[src/common/aerur_pkg.sv]
package aerur_pkg;

    // dword offsets inside configuration space
    localparam logic [11:0] AERUR_OFS_HEADER = 12'h100;
    localparam logic [11:0] AERUR_OFS_FLAGS = 12'h104;
    localparam logic [11:0] AERUR_OFS_GATE = 12'h108;
    localparam logic [11:0] AERUR_OFS_SEVERITY = 12'h10C;
    localparam logic [11:0] AERUR_OFS_CORR_FLAGS = 12'h110;
    localparam logic [11:0] AERUR_OFS_CORR_GATE = 12'h114;
    localparam logic [11:0] AERUR_OFS_CAP_CTRL = 12'h118;
    localparam logic [11:0] AERUR_OFS_HDR_LOG = 12'h11C;

    // capability header fields
    localparam logic [15:0] AERUR_CAP_ID = 16'h0001;
    localparam int AERUR_ID_LSB = 0;
    localparam int AERUR_VER_LSB = 16;
    localparam int AERUR_NEXT_LSB = 20;
    localparam logic [3:0] AERUR_VER_DEFAULT = 4'h2;
    localparam logic [11:0] AERUR_NEXT_DEFAULT = 12'h140;

    // implemented flag and gate bits: 4 and 12..20
    localparam logic [31:0] AERUR_IMPL_MASK = 32'h001FF010;
    localparam logic [31:0] AERUR_FLAGS_RESET = 32'h00000000;
    localparam logic [31:0] AERUR_GATE_RESET = 32'h00000000;

    // one configuration access from the host bridge
    typedef struct packed {
        logic valid;
        logic write;
        logic [11:0] addr;
        logic [3:0] byte_en;
        logic [31:0] wdata;
    } aerur_cfg_req_t;

    // values caught from the nonvolatile store at initialisation
    typedef struct packed {
        logic valid;
        logic [3:0] version;
        logic serial_id_enable;
        logic [11:0] next_enabled;
    } aerur_nvm_t;

    // message request towards the transaction layer
    typedef struct packed {
        logic valid;
        logic fatal;
        logic [31:0] errors;
    } aerur_msg_t;

endpackage

[src/hdl/aerur_w1c_bank.sv]
`timescale 1ns/1ps
module aerur_w1c_bank
    import aerur_pkg::*;
(
    // clock and fundamental reset
    input wire logic clk,
    input wire logic rst_n,
    // detection and software clear
    input wire logic [31:0] detect,
    input wire logic [31:0] clear,
    // held flags
    output logic [31:0] flags
);

    // the set wins over a clear in the same cycle so no event is lost
    always_ff @(posedge clk or negedge rst_n)
    begin
        if (!rst_n)
        begin
            flags <= AERUR_FLAGS_RESET;
        end
        else
        begin
            flags <= ((flags & ~clear) | detect) & AERUR_IMPL_MASK;
        end
    end

endmodule

[src/hdl/aerur_regs.sv]
`timescale 1ns/1ps

// Notes on behaviour
// - header bits 15:0 read 0x0001 as the capability identifier
// - header bits 19:16 read the version, default 0x2
// - version is loaded from the nonvolatile store at initialisation
// - header bits 31:20 point to next capability, default 0x140
// - serial identifier disabled: pointer takes next enabled capability offset
// - flags at 0x104, gate 0x108, severity 0x10C, others beyond
// - a flag sets on its error and holds until software clears it
// - writing one clears a flag; writing zero leaves it
// - flag bit 4 is sticky write-one-clear, reset zero
// - flag bits 12 and 13 are sticky write-one-clear, reset zero
// - flag bits 14 to 20 are sticky write-one-clear, reset zero
// - flag bit 5, bits 21-25 and reserved bits read zero
// - one gate bit per flag bit at the same position
// - a gated error sends no error message to the host bridge
// - gate bits 4 and 12-20 are sticky read-write, reset zero
// - gate bit 5, bits 21-25 and reserved bits stay zero
// - unmasked error is fatal when its severity bit is one
module aerur_regs
(
    // clock and resets
    input wire logic CLOCK,
    input wire logic RESETN,
    input wire logic HOT_RESETN,
    // configuration access from the host bridge
    input wire aerur_pkg::aerur_cfg_req_t CFG_REQ,
    output logic CFG_ACK,
    output logic CFG_HIT,
    output logic [31:0] CFG_RDATA,
    // initialisation values from the nonvolatile store
    input wire aerur_pkg::aerur_nvm_t NVM,
    // error detection from link and transaction layers
    input wire logic [31:0] ERR_DETECT,
    // severity bits held by the severity register outside
    input wire logic [31:0] SEVERITY,
    // error message request
    output aerur_pkg::aerur_msg_t MSG,
    // live register values
    output logic [31:0] FLAGS,
    output logic [31:0] GATE
);
    import aerur_pkg::*;

    logic [3:0] version;
    logic [11:0] next_ptr;
    logic [31:0] gate;
    logic [31:0] flags;
    logic [31:0] clear;
    logic [31:0] detect;
    logic [31:0] wr_bits;
    logic [31:0] next_rdata;
    logic hit;
    logic wr_flags;
    logic wr_gate;
    logic [31:0] report;

    // expand byte enables to a bit mask
    function automatic logic [31:0] lane_mask(input logic [3:0] be);
        logic [31:0] m;
        m = '0;
        for (int i = 0; i < 4; i++)
        begin
            m[i*8 +: 8] = {8{be[i]}};
        end
        return m;
    endfunction

    // compare a request address with a register dword offset
    function automatic logic addr_is(input logic [11:0] a,
                                     input logic [11:0] ofs);
        return a[11:2] == ofs[11:2];
    endfunction

    // decode; registers beyond 0x108 belong to neighbouring logic
    always_comb
    begin
        wr_bits = CFG_REQ.wdata & lane_mask(CFG_REQ.byte_en);
        wr_flags = CFG_REQ.valid && CFG_REQ.write
                   && addr_is(CFG_REQ.addr, AERUR_OFS_FLAGS);
        wr_gate = CFG_REQ.valid && CFG_REQ.write
                  && addr_is(CFG_REQ.addr, AERUR_OFS_GATE);
        hit = addr_is(CFG_REQ.addr, AERUR_OFS_HEADER)
              || addr_is(CFG_REQ.addr, AERUR_OFS_FLAGS)
              || addr_is(CFG_REQ.addr, AERUR_OFS_GATE);
    end

    // only ones written clear; zeros leave flags alone
    assign clear = wr_flags ? wr_bits : 32'h00000000;
    // detection is not gated so masked errors still log
    assign detect = ERR_DETECT & AERUR_IMPL_MASK;

    // sticky flags on the fundamental reset only
    aerur_w1c_bank u_flags
    (
        .clk(CLOCK),
        .rst_n(RESETN),
        .detect(detect),
        .clear(clear),
        .flags(flags)
    );

    // header values caught from the store, not hard wired
    always_ff @(posedge CLOCK or negedge RESETN)
    begin
        if (!RESETN)
        begin
            version <= AERUR_VER_DEFAULT;
            next_ptr <= AERUR_NEXT_DEFAULT;
        end
        else if (NVM.valid)
        begin
            version <= NVM.version;
            next_ptr <= NVM.serial_id_enable ? AERUR_NEXT_DEFAULT
                        : NVM.next_enabled;
        end
    end

    // gate bits, sticky read-write; unimplemented positions forced low
    always_ff @(posedge CLOCK or negedge RESETN)
    begin
        if (!RESETN)
        begin
            gate <= AERUR_GATE_RESET;
        end
        else if (wr_gate)
        begin
            gate <= ((gate & ~lane_mask(CFG_REQ.byte_en)) | wr_bits)
                    & AERUR_IMPL_MASK;
        end
    end

    // read mux
    always_comb
    begin
        next_rdata = 32'h00000000;
        if (addr_is(CFG_REQ.addr, AERUR_OFS_HEADER))
        begin
            next_rdata = {next_ptr, version, AERUR_CAP_ID};
        end
        else if (addr_is(CFG_REQ.addr, AERUR_OFS_FLAGS))
        begin
            next_rdata = flags;
        end
        else if (addr_is(CFG_REQ.addr, AERUR_OFS_GATE))
        begin
            next_rdata = gate;
        end
    end

    // access answer one cycle after the request; hot reset drops it
    always_ff @(posedge CLOCK or negedge RESETN)
    begin
        if (!RESETN)
        begin
            CFG_ACK <= 1'b0;
            CFG_HIT <= 1'b0;
            CFG_RDATA <= 32'h00000000;
        end
        else if (!HOT_RESETN)
        begin
            CFG_ACK <= 1'b0;
            CFG_HIT <= 1'b0;
            CFG_RDATA <= 32'h00000000;
        end
        else
        begin
            CFG_ACK <= CFG_REQ.valid;
            CFG_HIT <= CFG_REQ.valid && hit;
            CFG_RDATA <= (CFG_REQ.valid && !CFG_REQ.write)
                         ? next_rdata : 32'h00000000;
        end
    end

    // errors worth a message: detected and not gated
    assign report = detect & ~gate;

    // message request, fatal if any reported error has severity set
    always_ff @(posedge CLOCK or negedge RESETN)
    begin
        if (!RESETN)
        begin
            MSG <= '0;
        end
        else if (!HOT_RESETN)
        begin
            MSG <= '0; // link is down, nothing to send
        end
        else
        begin
            MSG.valid <= |report;
            MSG.fatal <= |(report & SEVERITY);
            MSG.errors <= report;
        end
    end

    // registered copies for neighbouring logic
    always_ff @(posedge CLOCK or negedge RESETN)
    begin
        if (!RESETN)
        begin
            FLAGS <= 32'h00000000;
            GATE <= 32'h00000000;
        end
        else
        begin
            FLAGS <= flags;
            GATE <= gate;
        end
    end
endmodule

[config.mk]
export PLATFORM = sky130hd
export DESIGN_NAME = aerur_regs
export DESIGN_NICKNAME = d
export VERILOG_FILES = /design/src/common/aerur_pkg.sv /design/src/hdl/aerur_w1c_bank.sv /design/src/hdl/aerur_regs.sv
export SDC_FILE = /design/constraint.sdc
export NUM_CORES = 1
export LEC_CHECK = 0
export BUFFER_PORTS_ARGS = -buffer_cell sky130_fd_sc_hd__buf_4
export CAP_MARGIN = 20
export CORE_ASPECT_RATIO = 0.5
export CORE_MARGIN = 5
export CORE_UTILIZATION = 42
export CTS_CLUSTER_DIAMETER = 120
export CTS_CLUSTER_SIZE = 28
export DETAILED_ROUTE_END_ITERATION = 10
export PLACE_DENSITY = 0.8
export SLEW_MARGIN = 20
export SYNTH_ARGS = -nofsm -noshare
export SYNTH_HDL_FRONTEND = slang
export SYNTH_SLANG_ARGS = --single-unit
[constraint.sdc]
create_clock -name CLOCK -period 1.2 [get_ports CLOCK]
set_input_delay 0 -clock CLOCK [delete_from_list [all_inputs] [get_ports CLOCK]]
set_output_delay 0 -clock CLOCK [all_outputs]
set_load 0.01 [all_outputs]
# Word-level counts from Yosys, hierarchy flattened
# Cells that the tools add are included.
# W data, S select, Z words.
# totals
word_cells	45
register_bits	124
mem_bits_ro	0
latch_bits	0
n_memories	0
ram_bits	0
# classes
add_sub_neg	0
bitwise_logic	10
div_mod_pow	0
magnitude_cmp	0
mul	0
eq_ne	3
n_reduce_logical	10
mux	10
shift	0
# ops
op	count
$mux W32	3
$reduce_or A32 Y1	2
$and A21 B21 Y21	3
$mux W21	3
$not A21 Y21	2
$or A21 B21 Y21	2
$mux W34	1
$and A21 B32 Y32	1
$and A32 B32 Y32	1
$not A21 Y32	1
$eq A10 B7 Y1 const B	3
$mux W12	1
$logic_and A1 B1 Y1	5
$logic_or A1 B1 Y1	2
$mux W1	2
$logic_not A1 Y1	1

# Depth between registers and ports, before layout
# logic_depth
ltp_word	6
ltp_mapped	6
ltp_nobuf	4

# Modules after synthesis
# From an unflattened synthesis, not the netlist that was laid out.
# unflattened
hier_cells	429
area_unflattened_um2	5067.4
# modules_own_cells
module	seq_area_each_um2	cells_per_inst	area_per_inst_um2	n_inst
aerur_regs	2856.5	376	4535.6	1
aerur_w1c_bank	250.2	53	531.8	1

# Least setup slack after synthesis
# No wires, ideal clock.
# synth_timing
kind	input -> register
from	input CFG_REQ[47] in the netlist's numbering
to	register with a tool-made name
setup_time_ns	0.125
required_ns	1.075
arrival_time_ns	0.994
stages	4
slack_ns	0.081
cell_sequence	nor4b_2 -> and2b_2 -> nand4_1 -> mux2_2
# synth_lines
item	line_no	rtl
start, declared	aerur_regs.sv:28	input wire aerur_pkg::aerur_cfg_req_t CFG_REQ,

# Worst setup path after layout
# layout_timing
from	input ERR_DETECT[14]
to	register MSG[32] in the netlist's numbering
# layout_between
elab_chain_len	4
# layout_lines
item	line_no	rtl
start, declared	aerur_regs.sv:35	input wire logic [31:0] ERR_DETECT,
$and A21 B32 Y32	aerur_regs.sv:177	assign report = detect & ~gate;
$and A32 B32 Y32	aerur_regs.sv:193	MSG.fatal <= |(report & SEVERITY);
$reduce_or A32 Y1	aerur_regs.sv:193	
$mux W34	aerur_regs.sv:186	else if (!HOT_RESETN)
end, declared	aerur_regs.sv:39	output aerur_pkg::aerur_msg_t MSG,
# Every way passes these cells.
# A chain may end at the register's enable or synchronous reset.

==> run metrics <==
outcome finished, violations left; failing checks setup timing; Distinct cells, synth 34; Avg Inst Size Synth 11.86 µm²; Nets 663; total power 7200 µW; fin area 5751 µm²; post-synthesis mux area share 5.150%; Remaining Overflow, GRT 0; Tmin final 1212 ps; dpl cell area 4971 µm²; cell area after synthesis 4033 µm²; Final Hold Fails 0; setup ws final -12.27 ps; GRT Resource Usage Total 19.20%; drt wl/cell 16.84 µm; clock buffer depth 2; Initial Utilization 42.83%; WL final 11.25 mm; WP data required 1410 ps; CTS tree yes; dpl cells 610; slew margin rel. 63.39%; post-synthesis compound-gate area fraction 6.392%; H-Tree Depth 3; DP HPWL 7.547 mm; initial DRC count 248; Via-to-Cell Ratio 4.549; die area 11780 µm²; Pwr Density 1252 nW/µm²; final setup vio count 1; largest net degree at the start of global routing 38; Rows 25; Final Non-Filler Cells 668; Max FO, Critical Path 2; top cell type's share of synthesized area 55.23%; initial antenna violation count 0; Final period util 101.0%; top-count cell post-synth dfrtp_1; worst setup path class in2reg; Port Buffers 121; Post-synth top cells 89 x dfrtp_1, 76 x buf_4, 22 x and2_1; core box area 9415 µm²; met1 usage 22.09%; met3 usage 5.986%; Simple-Gate Fraction of Synth Area 14.09%; Clock Skews 5.328 ps; Top Usage Layer GRT met2; Worst Tran Pin Value 546.6 ps; Post-Synth XOR/XNOR Area 0%; Synth Register Bits 92; Clk Latency, worst-skew pair 340 ps; RSZ-0062 raised after global routing true; Fill cells 700; Antenna Nets Post-Route 0; Ys Warns 0; CP arrival 1420 ps; via count 3039; Chip Width 148.6 µm; max frequency 0.8249 GHz; CTS Sinks 92; DR DRC count 0; Main synth FF type dfrtp_1; top-level port count 267; largest family of logic cells by synthesized area buffers and inverters; cells after synthesis 340; Post-synth EDFFs 0; max-cap viol count 0; top area cells in the synthesized netlist dfrtp_1 55%, buf_4 14%, mux2_2 3.9%, and2_1 3.4%, dfstp_2 2.0%; vias in the first global route 3296; ANT cells 0; Num CTS Buffers 9; met2 GRT Util 34.22%; worst min path class in2reg; first-pass GRT wire length 17.43 mm; Peak supply drop 634.9 µV; Leak Pwr 0.002874 µW; CP startpoint kind input port; Async S/R FF share, synth 100.0%; Reg clk slew, reported paths 60 ps; share of cells above drive strength 1 36.02%; router iterations before antenna repair 4; element type at the critical path end register; post-synthesis sequential area ratio 57.18%; post-layout util 61.08%; leading area contributor after synthesis dfrtp_1; gpl congestion 0.8845; adder-cell share of the synthesized area 0%; clk root buf clkbuf_16; area grow syn2layout 42.60%; Die Span Y 79.29 µm; max-slew violations 0
[per-stage QoR]
| stage | hold slack (ps) | TNS [ps] | worst slack [ps] |
|---|---|---|---|
| 3_3_place_gp | -47.22 | -5765 | -301.6 |
| 5_1_grt | 25.13 | -43.42 | -43.42 |
| 6_report | 19.13 | -12.27 | -12.27 |
| 4_1_cts | 11.48 | 0 | 6.977 |
| 2_1_floorplan | -295.6 | 0 | 80.94 |
| 3_5_place_dp | -49.12 | -7082 | -414.4 |
[critical path, stage by stage]
cell and delay, ps:
dlygate4sd3_1 550, buf_4 140, nor2b_1 140, a22o_1 260, a221oi_2 200, a31oi_1 130
[cell type report]
cell class,count,area (µm²),area share [%]
inverters,11,41.29,0.7180
flip-flops and latches,92,2306,40.10
repair buffers,190,1556,27.07
clock inverters,4,98.84,1.719
clock buffers,12,236.5,4.112
multi-input cells,224,1343,23.35
well taps,135,168.9,2.937
[cell usage in the layout, fill, tap and decap left out, types with 10 or more instances in the layout]
cell type / synthesis / layout
and2_1: 22 / 22
nor2_1: 20 / 20
dlygate4sd3_1: 0 / 42
o21ai_0: 10 / 10
dfrtp_1: 89 / 89
mux2_2: 14 / 14
conb_1: 1 / 76
a21o_1: 10 / 10
buf_4: 76 / 146
nand3_1: 10 / 10
nand3b_1: 10 / 10
inv_1: 11 / 11
[cells by family (layout without fill, tap and decap cells)]
family / after synthesis / count (layout)
AOI/OAI and AO/OA: 40 / 40
buffers and inverters: 99 / 217
muxes: 19 / 19
and+or+nand+nor: 89 / 89
DFF: 92 / 92
other: 1 / 76
[report_power, final]
group	switching (µW)	leakage, µW	internal (µW)	total [µW]
registers	31.9	0.00114	3180	3210
logic	424	0.00158	387	811
clock network	1130	0.000161	2040	3180
total	1590	0.00287	5610	7200
[metal layers]
| metal | vias up | share of wire, % |
|---|---|---|
| met4 | 0 | 3.3 |
| met5 | - | 0 |
| li1 | 1353 | - |
| met2 | 166 | 52 |
| met1 | 1489 | 37 |
| met3 | 31 | 7.9 |
[path summary, 6_finish.rpt]
kind | slack [ps] | to | start | depth (start not counted)
worst max-delay path | -10 | MSG[32] | ERR_DETECT[14] | 6
worst min-delay path | 20 | next_ptr[6] | NVM[12] | 3
worst max register to register | 0 | MSG[32] | register | 5
worst min register to register | 400 | FLAGS[17] | u_flags.flags[17] | 0
max in group asynchronous | 530 | version[1] | RESETN | 3
min in group asynchronous | 130 | GATE[18] | RESETN | 2
[repair_timing]
item                                    in CTS  in global routing
buffers inserted                             0                  0
endpoints found under the hold margin      134                  0
pin swaps                                    1                  0
resized for setup                            3                  2
endpoints found under the setup margin       5                  2
hold buffers                                42                  0
Power figures use the tool's default switching activity.
